==> src/fbcrb_params.svh <==
// Constants of the flash-backed control register bank.
// Assumes a 250 MHz core clock and a 6-bit byte address space.
`ifndef FBCRB_PARAMS_SVH
`define FBCRB_PARAMS_SVH
`define FBCRB_AW 6
`define FBCRB_NV_COUNT 10
`define FBCRB_CLK_MHZ 250
`define FBCRB_FLASH_UPD_MS 50
`define FBCRB_CAPT_COPY_MS 120
`define FBCRB_NULL_SAMPLES 64
`define FBCRB_NULL_SHIFT 6
// Byte addresses, low byte of each word
`define FBCRB_A_WEAR 6'h00
`define FBCRB_A_XNULL 6'h10
`define FBCRB_A_YNULL 6'h12
`define FBCRB_A_XSCALE 6'h14
`define FBCRB_A_YSCALE 6'h16
`define FBCRB_A_CAPT1 6'h1c
`define FBCRB_A_CAPT2 6'h1e
`define FBCRB_A_ALM1 6'h20
`define FBCRB_A_ALM2 6'h22
`define FBCRB_A_ALMCTL 6'h28
`define FBCRB_A_CPTR 6'h2a
`define FBCRB_A_DAC 6'h30
`define FBCRB_A_GPIO 6'h32
`define FBCRB_A_MISC 6'h34
`define FBCRB_A_SMPL 6'h36
`define FBCRB_A_CCFG 6'h38
`define FBCRB_A_SLEEP 6'h3a
`define FBCRB_A_STATUS 6'h3c
`define FBCRB_A_CMD 6'h3e
// Slots of the nonvolatile registers and their flash copies
`define FBCRB_NV_XNULL 4'h0
`define FBCRB_NV_YNULL 4'h1
`define FBCRB_NV_XSCALE 4'h2
`define FBCRB_NV_YSCALE 4'h3
`define FBCRB_NV_ALM1 4'h4
`define FBCRB_NV_ALM2 4'h5
`define FBCRB_NV_ALMCTL 4'h6
`define FBCRB_NV_MISC 4'h7
`define FBCRB_NV_SMPL 4'h8
`define FBCRB_NV_CCFG 4'h9
// Command bits
`define FBCRB_C_NULL 0
`define FBCRB_C_FACTORY 1
`define FBCRB_C_DAC 2
`define FBCRB_C_FLASH 3
`define FBCRB_C_CLRSTAT 4
`define FBCRB_C_CLRPEAK 5
`define FBCRB_C_CAPTCOPY 6
`define FBCRB_C_SWRST 7
`define FBCRB_C_CLRBUF 8
`define FBCRB_C_CLRCFL 9
`define FBCRB_C_CPTRRST 10
// Field positions and reset values
`define FBCRB_STAT_FLERR 2
`define FBCRB_MISC_SELFTEST 8
`define FBCRB_RST_NULL 16'h0000
`define FBCRB_RST_SCALE 16'h0800
`define FBCRB_RST_SMPL 16'h0001
`define FBCRB_RST_ZERO 16'h0000
`define FBCRB_CPTR_INIT 16'h0001
`endif

==> src/fbcrb_pkg.sv <==
// Types of the flash-backed control register bank.
// Needs fbcrb_params.svh on the include path.
`include "fbcrb_params.svh"
package fbcrb_pkg;
  typedef enum logic [2:0] {
    FBCRB_BOOT = 3'b000,
    FBCRB_IDLE = 3'b001,
    FBCRB_FLASH = 3'b010,
    FBCRB_CAPT = 3'b011,
    FBCRB_NULL = 3'b100
  } fbcrb_fsm_t;
  typedef struct packed {
    fbcrb_fsm_t fsm;
    logic [2:0] cs_sync;
    logic [2:0] sclk_sync;
    logic [1:0] din_sync;
    logic [1:0] sup_sync;
    logic [3:0] bitcnt;
    logic [15:0] rx;
    logic [15:0] tx;
    logic [15:0] rd_data;
    logic dout;
    logic oe_n;
    logic [`FBCRB_NV_COUNT-1:0][15:0] nv;
    logic [`FBCRB_NV_COUNT-1:0][15:0] flash;
    logic [15:0] wear;
    logic [15:0] capture_address_pointer;
    logic [15:0] aux_dac;
    logic [15:0] gpio;
    logic [7:0] sleep;
    logic flash_err;
    logic [11:0] dac_out;
    logic [24:0] cnt;
    logic [6:0] ncnt;
    logic [19:0] accx;
    logic [19:0] accy;
    logic sleep_start;
    logic clear_peaks;
    logic capt_buf_clear;
    logic capt_flash_clear;
    logic cpu_restart;
    logic capt_busy;
  } fbcrb_state_t;
endpackage

==> src/fbcrb_top.sv <==
// Control register bank with flash shadow, reached over a 4-wire serial port.
// Assumes serial pins are asynchronous to i_clock; samples come from same-clock logic.
//
// How it works
// - Working registers are volatile and load from flash at every start-up.
// - Each nonvolatile register has its flash slot; only a store updates it.
// - Read-only flash write counter sits at bytes 0x00 and 0x01.
// - Command register at 0x3E/0x3F is write-only; ones launch, zeros do nothing.
// - Flash update copies all nonvolatile registers, taking about 50 ms.
// - Status flash error bit shows zero on success, one on failure.
// - Reading the error bit clears it; flash update commands are ignored while it is set.
// - Software reset restarts the processor, reloads nonvolatile registers from flash and resets the others.
// - DAC latch command moves the DAC register to the output latch.
// - Autonull averages 64 samples per axis and stores the negated mean.
// - Factory restore returns offset null and scale registers to defaults.
// - Capture pointer reset command loads 0x0001.
// - Separate commands erase the capture buffer and its flash copy.
// - Capture flash copy stores the buffer, taking about 120 ms.
// - Misc control bit 8 starts self-test and clears itself when done.
// - Sleep counter at byte 0x3A is write-only, volatile, sets power-down length; writes to 0x3B are ignored.
// - Command bits 0 to 10 map to the eleven global functions.
// - Write frame: one, zero, 6-bit address, 8 data bits; one byte each.
// - Read frame: two zeros, address, don't care; data shifts out next frame.
`timescale 1ns/1ns
`include "fbcrb_params.svh"

module fbcrb_top #(
  parameter int FLASH_UPD_CYCLES = `FBCRB_FLASH_UPD_MS * 1000 * `FBCRB_CLK_MHZ,
  parameter int CAPT_COPY_CYCLES = `FBCRB_CAPT_COPY_MS * 1000 * `FBCRB_CLK_MHZ
) (
  input wire logic i_clock,
  input wire logic i_srst,
  input wire logic i_spi_cs_n,
  input wire logic i_spi_sclk,
  input wire logic i_spi_din,
  output logic o_spi_dout,
  output logic o_spi_dout_oe_n,
  input wire logic i_supply_ok,
  input wire logic i_sample_valid,
  input wire logic [13:0] i_x_sample,
  input wire logic [13:0] i_y_sample,
  input wire logic [15:0] i_capture_one,
  input wire logic [15:0] i_capture_two,
  input wire logic i_selftest_done,
  output logic [11:0] o_dac_level,
  output logic [15:0] o_x_offset_null,
  output logic [15:0] o_y_offset_null,
  output logic [15:0] o_x_scale_factor,
  output logic [15:0] o_y_scale_factor,
  output logic [15:0] o_capture_address_pointer,
  output logic [15:0] o_sample_period_control,
  output logic o_selftest_run,
  output logic o_sleep_start,
  output logic [7:0] o_sleep_periods,
  output logic o_clear_peaks,
  output logic o_capture_buffer_clear,
  output logic o_capture_flash_clear,
  output logic o_capture_copy_busy,
  output logic o_cpu_restart
);

  fbcrb_pkg::fbcrb_state_t q;
  fbcrb_pkg::fbcrb_state_t d;

  // Word address of a byte address
  function automatic logic [`FBCRB_AW-1:0] word_addr(input logic [`FBCRB_AW-1:0] a);
    return {a[5:1], 1'b0};
  endfunction

  // Shifts a pin into a three-stage synchroniser
  function automatic logic [2:0] sync3(input logic [2:0] s, input logic pin);
    return {s[1:0], pin};
  endfunction

  // Rising edge seen between the last two synchroniser stages
  function automatic logic rose3(input logic [2:0] s);
    return ~s[2] & s[1];
  endfunction

  // Falling edge seen between the last two synchroniser stages
  function automatic logic fell3(input logic [2:0] s);
    return s[2] & ~s[1];
  endfunction

  // Next value of the operation timer
  function automatic logic [24:0] count_up(input logic [24:0] c);
    return c + 25'h000_0001;
  endfunction

  // Maps a word address to a nonvolatile slot
  function automatic logic [4:0] nv_slot(input logic [`FBCRB_AW-1:0] a);
    logic [4:0] r;
    r = 5'h10;
    case (word_addr(a))
      `FBCRB_A_XNULL: r = {1'b0, `FBCRB_NV_XNULL};
      `FBCRB_A_YNULL: r = {1'b0, `FBCRB_NV_YNULL};
      `FBCRB_A_XSCALE: r = {1'b0, `FBCRB_NV_XSCALE};
      `FBCRB_A_YSCALE: r = {1'b0, `FBCRB_NV_YSCALE};
      `FBCRB_A_ALM1: r = {1'b0, `FBCRB_NV_ALM1};
      `FBCRB_A_ALM2: r = {1'b0, `FBCRB_NV_ALM2};
      `FBCRB_A_ALMCTL: r = {1'b0, `FBCRB_NV_ALMCTL};
      `FBCRB_A_MISC: r = {1'b0, `FBCRB_NV_MISC};
      `FBCRB_A_SMPL: r = {1'b0, `FBCRB_NV_SMPL};
      `FBCRB_A_CCFG: r = {1'b0, `FBCRB_NV_CCFG};
      default: r = 5'h10;
    endcase
    return r;
  endfunction

  // Replaces one byte of a word
  function automatic logic [15:0] put_byte(input logic [15:0] w, input logic hi,
                                           input logic [7:0] b);
    return hi ? {b, w[7:0]} : {w[15:8], b};
  endfunction

  // Sign-extends a 14-bit sample for the accumulators
  function automatic logic [19:0] sext20(input logic [13:0] s);
    return {{6{s[13]}}, s};
  endfunction

  // Negated mean of 64 samples, from the final sum
  function automatic logic [15:0] neg_mean(input logic [19:0] sum);
    logic [15:0] m;
    m = {{2{sum[19]}}, sum[19:`FBCRB_NULL_SHIFT]};
    return 16'h0000 - m;
  endfunction

  // Factory contents of the flash copies
  function automatic logic [`FBCRB_NV_COUNT-1:0][15:0] flash_defaults();
    logic [`FBCRB_NV_COUNT-1:0][15:0] f;
    f = '0;
    f[`FBCRB_NV_XNULL] = `FBCRB_RST_NULL;
    f[`FBCRB_NV_YNULL] = `FBCRB_RST_NULL;
    f[`FBCRB_NV_XSCALE] = `FBCRB_RST_SCALE;
    f[`FBCRB_NV_YSCALE] = `FBCRB_RST_SCALE;
    f[`FBCRB_NV_SMPL] = `FBCRB_RST_SMPL;
    return f;
  endfunction

  logic cs_fall;
  logic cs_rise;
  logic sclk_rise;
  logic sclk_fall;
  logic frame_done;
  logic [15:0] frame;
  logic [`FBCRB_AW-1:0] faddr;
  logic [4:0] slot;
  logic [15:0] cmd;
  logic busy;
  logic err_set;
  logic [19:0] sumx;
  logic [19:0] sumy;

  always_comb begin
    d = q;
    d.sleep_start = 1'b0;
    d.clear_peaks = 1'b0;
    d.capt_buf_clear = 1'b0;
    d.capt_flash_clear = 1'b0;
    d.cpu_restart = 1'b0;
    err_set = 1'b0;
    cmd = 16'h0000;
    sumx = q.accx + sext20(i_x_sample);
    sumy = q.accy + sext20(i_y_sample);

    // Pin synchronisers; stage 0 feeds only stage 1
    d.cs_sync = sync3(q.cs_sync, i_spi_cs_n);
    d.sclk_sync = sync3(q.sclk_sync, i_spi_sclk);
    d.din_sync = {q.din_sync[0], i_spi_din};
    d.sup_sync = {q.sup_sync[0], i_supply_ok};
    cs_fall = fell3(q.cs_sync);
    cs_rise = rose3(q.cs_sync);
    sclk_rise = rose3(q.sclk_sync) & ~q.cs_sync[1];
    sclk_fall = fell3(q.sclk_sync) & ~q.cs_sync[1];
    frame = {q.rx[14:0], q.din_sync[1]};
    frame_done = sclk_rise && (q.bitcnt == 4'hf);
    faddr = frame[13:8];
    slot = nv_slot(faddr);

    // Serial shifter
    if (cs_fall) begin
      d.bitcnt = 4'h0;
      d.tx = q.rd_data;
      d.dout = q.rd_data[15];
      d.oe_n = 1'b0;
    end else if (cs_rise) begin
      d.bitcnt = 4'h0;
      d.oe_n = 1'b1;
    end else begin
      if (sclk_rise) begin
        d.rx = frame;
        d.bitcnt = q.bitcnt + 4'h1;
      end
      if (sclk_fall && q.bitcnt != 4'h0) begin
        d.tx = {q.tx[14:0], 1'b0};
        d.dout = q.tx[14];
      end
    end

    busy = (q.fsm != fbcrb_pkg::FBCRB_IDLE);

    // Frame decode
    if (frame_done && frame[15:14] == 2'b10) begin
      if (slot[4] == 1'b0) begin
        d.nv[slot[3:0]] = put_byte(q.nv[slot[3:0]], faddr[0], frame[7:0]);
      end
      case (word_addr(faddr))
        `FBCRB_A_CPTR: d.capture_address_pointer = put_byte(q.capture_address_pointer, faddr[0], frame[7:0]);
        `FBCRB_A_DAC: d.aux_dac = put_byte(q.aux_dac, faddr[0], frame[7:0]);
        `FBCRB_A_GPIO: d.gpio = put_byte(q.gpio, faddr[0], frame[7:0]);
        `FBCRB_A_SLEEP: begin
          if (!faddr[0]) begin
            d.sleep = frame[7:0];
            d.sleep_start = 1'b1;
          end
        end
        `FBCRB_A_CMD: cmd = faddr[0] ? {frame[7:0], 8'h00} : {8'h00, frame[7:0]};
        default: cmd = 16'h0000;
      endcase
    end else if (frame_done && frame[15:14] == 2'b00) begin
      case (word_addr(faddr))
        `FBCRB_A_WEAR: d.rd_data = q.wear;
        `FBCRB_A_CAPT1: d.rd_data = i_capture_one;
        `FBCRB_A_CAPT2: d.rd_data = i_capture_two;
        `FBCRB_A_CPTR: d.rd_data = q.capture_address_pointer;
        `FBCRB_A_DAC: d.rd_data = q.aux_dac;
        `FBCRB_A_GPIO: d.rd_data = q.gpio;
        `FBCRB_A_STATUS: begin
          d.rd_data = 16'h0000;
          d.rd_data[`FBCRB_STAT_FLERR] = q.flash_err;
          d.flash_err = 1'b0;
        end
        default: d.rd_data = (slot[4] == 1'b0) ? q.nv[slot[3:0]] : 16'h0000;
      endcase
    end

    // Self-test completion
    if (i_selftest_done) begin
      d.nv[`FBCRB_NV_MISC][`FBCRB_MISC_SELFTEST] = 1'b0;
    end

    // Global commands
    if (cmd[`FBCRB_C_DAC]) begin
      d.dac_out = q.aux_dac[11:0];
    end
    if (cmd[`FBCRB_C_FACTORY]) begin
      d.nv[`FBCRB_NV_XNULL] = `FBCRB_RST_NULL;
      d.nv[`FBCRB_NV_YNULL] = `FBCRB_RST_NULL;
      d.nv[`FBCRB_NV_XSCALE] = `FBCRB_RST_SCALE;
      d.nv[`FBCRB_NV_YSCALE] = `FBCRB_RST_SCALE;
    end
    if (cmd[`FBCRB_C_CLRSTAT]) begin
      d.flash_err = 1'b0;
    end
    d.clear_peaks = cmd[`FBCRB_C_CLRPEAK];
    d.capt_buf_clear = cmd[`FBCRB_C_CLRBUF];
    if (cmd[`FBCRB_C_CPTRRST]) begin
      d.capture_address_pointer = `FBCRB_CPTR_INIT;
    end
    if (!busy) begin
      if (cmd[`FBCRB_C_FLASH] && !q.flash_err) begin
        d.fsm = fbcrb_pkg::FBCRB_FLASH;
        d.cnt = 25'h000_0000;
      end else if (cmd[`FBCRB_C_CAPTCOPY]) begin
        d.fsm = fbcrb_pkg::FBCRB_CAPT;
        d.cnt = 25'h000_0000;
      end else if (cmd[`FBCRB_C_CLRCFL]) begin
        d.capt_flash_clear = 1'b1;
      end else if (cmd[`FBCRB_C_NULL]) begin
        d.fsm = fbcrb_pkg::FBCRB_NULL;
        d.ncnt = 7'h00;
        d.accx = 20'h0_0000;
        d.accy = 20'h0_0000;
      end
    end

    // Background operations
    case (q.fsm)
      fbcrb_pkg::FBCRB_BOOT: begin
        d.nv = q.flash;
        d.nv[`FBCRB_NV_MISC][`FBCRB_MISC_SELFTEST] = 1'b0;
        d.capture_address_pointer = `FBCRB_CPTR_INIT;
        d.aux_dac = `FBCRB_RST_ZERO;
        d.gpio = `FBCRB_RST_ZERO;
        d.sleep = 8'h00;
        d.dac_out = 12'h000;
        d.fsm = fbcrb_pkg::FBCRB_IDLE;
      end
      fbcrb_pkg::FBCRB_IDLE: begin
        d.cnt = 25'h000_0000;
      end
      fbcrb_pkg::FBCRB_FLASH: begin
        d.cnt = count_up(q.cnt);
        if (q.cnt == 25'(FLASH_UPD_CYCLES - 1)) begin
          d.fsm = fbcrb_pkg::FBCRB_IDLE;
          if (q.sup_sync[1]) begin
            d.flash = q.nv;
            d.wear = q.wear + 16'h0001;
          end else begin
            err_set = 1'b1;
          end
        end
      end
      fbcrb_pkg::FBCRB_CAPT: begin
        d.cnt = count_up(q.cnt);
        if (q.cnt == 25'(CAPT_COPY_CYCLES - 1)) begin
          d.fsm = fbcrb_pkg::FBCRB_IDLE;
        end
      end
      fbcrb_pkg::FBCRB_NULL: begin
        if (i_sample_valid) begin
          d.accx = sumx;
          d.accy = sumy;
          d.ncnt = q.ncnt + 7'h01;
          if (q.ncnt == 7'(`FBCRB_NULL_SAMPLES - 1)) begin
            d.nv[`FBCRB_NV_XNULL] = neg_mean(sumx);
            d.nv[`FBCRB_NV_YNULL] = neg_mean(sumy);
            d.fsm = fbcrb_pkg::FBCRB_IDLE;
          end
        end
      end
      default: d.fsm = fbcrb_pkg::FBCRB_BOOT;
    endcase

    // A failure in the same cycle as a status read stays set
    if (err_set) begin
      d.flash_err = 1'b1;
    end

    // Software reset forces the state machine back to boot, whatever operation is in flight
    if (cmd[`FBCRB_C_SWRST]) begin
      d.fsm = fbcrb_pkg::FBCRB_BOOT;
      d.cpu_restart = 1'b1;
    end

    // Power-on reset: flash holds its factory image
    if (i_srst) begin
      d = '0;
      d.fsm = fbcrb_pkg::FBCRB_BOOT;
      d.cs_sync = 3'b111;
      d.sclk_sync = 3'b111;
      d.oe_n = 1'b1;
      d.flash = flash_defaults();
      d.capture_address_pointer = `FBCRB_CPTR_INIT;
      d.nv = flash_defaults();
    end

    // Busy flag kept in a flop so the output is registered
    d.capt_busy = (d.fsm == fbcrb_pkg::FBCRB_CAPT);
  end

  always_ff @(posedge i_clock) begin
    q <= d;
  end

  assign o_spi_dout = q.dout;
  assign o_spi_dout_oe_n = q.oe_n;
  assign o_dac_level = q.dac_out;
  assign o_x_offset_null = q.nv[`FBCRB_NV_XNULL];
  assign o_y_offset_null = q.nv[`FBCRB_NV_YNULL];
  assign o_x_scale_factor = q.nv[`FBCRB_NV_XSCALE];
  assign o_y_scale_factor = q.nv[`FBCRB_NV_YSCALE];
  assign o_capture_address_pointer = q.capture_address_pointer;
  assign o_sample_period_control = q.nv[`FBCRB_NV_SMPL];
  assign o_selftest_run = q.nv[`FBCRB_NV_MISC][`FBCRB_MISC_SELFTEST];
  assign o_sleep_start = q.sleep_start;
  assign o_sleep_periods = q.sleep;
  assign o_clear_peaks = q.clear_peaks;
  assign o_capture_buffer_clear = q.capt_buf_clear;
  assign o_capture_flash_clear = q.capt_flash_clear;
  assign o_capture_copy_busy = q.capt_busy;
  assign o_cpu_restart = q.cpu_restart;

endmodule // fbcrb_top

==> config.mk <==
export PLATFORM = sky130hd
export DESIGN_NAME = fbcrb_top
export DESIGN_NICKNAME = d
export VERILOG_FILES = /design/src/fbcrb_pkg.sv /design/src/fbcrb_top.sv
export VERILOG_INCLUDE_DIRS = /design/src /design/src/src
export SDC_FILE = /design/constraint.sdc
export NUM_CORES = 2
export LEC_CHECK = 0
export ABC_CLOCK_PERIOD_IN_PS = 7600
export BUFFER_PORTS_ARGS = -buffer_cell sky130_fd_sc_hd__buf_2
export CAP_MARGIN = 40
export CORE_MARGIN = 2
export CORE_UTILIZATION = 63
export DETAILED_ROUTE_END_ITERATION = 12
export GPL_ROUTABILITY_DRIVEN = 0
export PLACE_DENSITY = 0.83
export SLEW_MARGIN = 20
export SYNTH_ARGS = -nofsm -noshare
export SYNTH_HDL_FRONTEND = slang
export SYNTH_SLANG_ARGS = --single-unit
==> constraint.sdc <==
create_clock -name i_clock -period 7.6 [get_ports i_clock]
set_input_delay 1.14 -clock i_clock [delete_from_list [all_inputs] [get_ports i_clock]]
set_output_delay 1.14 -clock i_clock [all_outputs]
set_load 0.005 [all_outputs]
==> impl_results.md <==
* Yosys reg bits at roughly 550
* Cells after Synth at approximately 3600
* Via Count at roughly 28000
* Max-slew headroom at 0.383
* Initial detailed-routing violation count at roughly 4300
* Hold WC Path Type: reg2reg
* Slowest-stage cell, CP: dfxtp_1
* Starting Density at 0.637
* Status: finished, final reports clean
* Routed WL at between 90 and 100 mm
* CP cell instances: or2_1 > o22ai_2 > o21ai_4 > buf_4 > mux2i_1 > o21ai_0 > o22ai_1 > o21ai_2 > o211ai_1 > a21oi_1
* Skew final at 0.0294 ns
* Grt ovf at 0
* Largest net degree at the start of global routing at 94
* Drt drc at 0
* RSZ-0062 raised after global routing: false
* Clock-pin slew on the worst setup and hold paths at approximately 0.060 ns
* # H-tree levels at 2
* CP bufs+invs at 1
* Synth-to-Final Area Change at 8.24%
* Post-CTS sizing at 0
* WHS Endpoint: q[538]
* Post-synthesis sequential area ratio at 0.389
* Max-slew violations at 0
* Cell count of the worst reg-to-reg path at 10
* CTS tree: yes
* Core box area at approximately 0.044 mm2
* Yosys warning total at 0
* Clk Latency, worst-skew pair at 0.63 ns
* Mean area per synthesized cell at 7.87 um2
* Ys async rst share at 0
* Crit-path max cell delay at 0.73 ns
* Finished Layout Cells at roughly 4100
* Worst setup path class: reg2reg
* Register Area at about 0.011 mm2
* Number of flops mapped to enable cells by yosys at 0
* Overall die width at between 200 and 250 um
* Final hold violations at 0
* # rows at 77
* Startpoint type of the worst setup path: register
* CTS Hold Bufs at 0
* DP Wirelength at 61.5 mm
* Peak Freq at around 0.22 GHz
* Crit path DAT at about 5.1 ns
* # port buffers at about 190
* Drt pass-1 iters at 13
* Vias per cell at between 6 and 7
* Drt wl/cell at around 22 um
* Top Ports at roughly 190
* Post-Syn Area at around 0.028 mm2
* Core Util, Final at 0.690
* Top Family by Delay on Critical Path: compound AO/OA/AOI/OAI gates
* Cell Pwr Density at approximately 200 mW/mm2
* Prevailing post-synth register cell: dfxtp_1
* Vias in the first global route at between 20000 and 30000
* Worst reg-to-reg setup slack at roughly 3.0 ns
* Multi-input logic area at between 0.015 and 0.02 mm2
* Worst vdd ir at between 0.15 and 0.2 mV
* CTS root buf: clkbuf_16
* Hold Path Stages at 1
* Initial antenna violation count at 1
* # Post-CTS Setup Buffers at 0
* CP max FO at 48
* Tot GR Track Use at 0.384
* Total die area at approximately 0.046 mm2
* Crit share post-route at 0.610
* Final Hold Slack at approximately 0.42 ns
* Fin nets at around 3600
* Clock Tree Buf Depth at 3
* Worst r2r src: faddr[2]
* Setup TNS at 0 ns
* Die Y at between 200 and 250 um
* Fill cells at between 3000 and 4000
* Reg2reg end: o_y_scale_factor[13]
* Total power at between 6 and 7 mW
* Inserted Clock Buffers at between 50 and 60
* P_leak at around 11 nW
* Hold path start: q[537]
* Final min period at roughly 4.6 ns
* Max-Cap Viols at 0
* Worst EP required at about 8.1 ns
* Final ANT Viol Nets at 0
* Fraction of layout cells with a size suffix above 1 at 0.126
* Setup violators final at 0
* Placed insts at between 4000 and 5000
* CTS sink count at between 500 and 600
* Syn_nets at roughly 3700
* Worst setup EP type: register
* First-pass GRT wire length at about 140 mm
* Slew of the pin with the lowest slew margin at roughly 0.90 ns
* Post-synthesis cell type count at between 100 and 150
[worst max-delay path by stage]
stage | startpoint | endpoint | slack [ns] | depth (start not counted)
6_report | faddr[2] | o_y_scale_factor[13] | 2.96 | 10
3_5_place_dp | i_x_sample[0] | o_x_offset_null[13] | 3.18 | 12
5_1_grt | faddr[2] | o_x_offset_null[7] | 2.84 | 10
3_3_place_gp | i_x_sample[0] | o_x_offset_null[13] | 3.31 | 12
4_1_cts | faddr[2] | o_x_offset_null[7] | 3.18 | 10
2_1_floorplan | i_x_sample[0] | o_x_offset_null[13] | 3.62 | 11
[logic make-up (layout without fill, tap and decap cells)]
family,count (synthesis),after routing,share of synthesized area
other,0,1,0
buffers and inverters,430,393,0.0776
adder cells (fa/ha/maj),49,49,0.0223
multiplexers,108,108,0.0421
AO/OA/AOI/OAI,1022,1022,0.236
AND/OR/NAND/NOR,1365,1365,0.217
flip-flops,547,547,0.389
XOR/XNOR,52,52,0.0162
[report_power, final]
| part | internal [mW] | switching, mW |
|---|---|---|
| Sequential | 2.90 | 0.0307 |
| Combinational | 0.108 | 0.231 |
| Clock | 1.67 | 1.18 |
[flip-flops by register name, summed over array words and instances (netlist names), 6 cells and up, named ones only]
register,cells
o_y_offset_null,16
o_sample_period_control,16
o_x_offset_null,16
q,406
o_dac_level,12
o_capture_address_pointer,16
o_y_scale_factor,16
o_sleep_periods,8
frame,10
o_x_scale_factor,16
faddr,6
[cell usage in the layout, fill, tap and decap left out, types with 38 or more instances in the layout]
cell type	n
nand2_1	615
dfxtp_1	547
a21oi_1	437
nor2_1	347
buf_2	193
o21ai_0	126
nand3_1	111
mux2i_1	90
a211oi_1	79
clkbuf_16	57
nor3_1	48
ha_1	47
a31oi_1	45
buf_4	43
a311oi_1	39
inv_1	38
[layout make-up]
cell class / count / area share
Antenna cell: 1 / 0.0000822
Clock buffer: 79 / 0.0529
Clock inverter: 20 / 0.00884
Inverter: 39 / 0.00481
Multi-Input combinational cell: 2596 / 0.495
Sequential cell: 547 / 0.360
Tap cell: 592 / 0.0243
Timing Repair Buffer: 255 / 0.0540
[per-layer routing]
| metal | track usage | wire length (um) |
|---|---|---|
| met4 | 0.231 | 6330 |
| met3 | 0.110 | 12400 |
| met2 | 0.580 | 39700 |
| met1 | 0.487 | 33900 |
| met5 | 0.0104 | 66 |
[cell usage after synthesis (all sizes together) (17+ instances only)]
cell    count  area share
nor3b      18      0.0048
inv        39      0.0052
a222oi     25      0.0089
dfxtp     547        0.39
nand4      24      0.0053
a31oi      48       0.011
a211oi     82       0.022
and2       30      0.0067
nor2b      18      0.0040
xnor2      27      0.0084
buf       162       0.042
nand3     114       0.020
a22oi      38       0.011
nor4       20      0.0051
o211ai     39       0.011
o22ai      17      0.0040
a311oi     40       0.013
a21oi     440       0.079
ha         47       0.021
nand2     616       0.082
nor2      352       0.048
o21ai     140       0.026
or3        22      0.0049
clkbuf    229       0.031
nor3       57       0.011
xor2       25      0.0078
mux2i      91       0.033
and3       34      0.0077
[stage by stage]
stage	worst slack (ns)	instance area [um2]
3_5_place_dp	3.18	28500
4_1_cts	3.18	30300
6_report	2.96	30400
5_1_grt	2.84	30400
3_3_place_gp	3.31	28200
2_1_floorplan	3.62	28100
No activity file was read; power rests on OpenSTA's default activity.
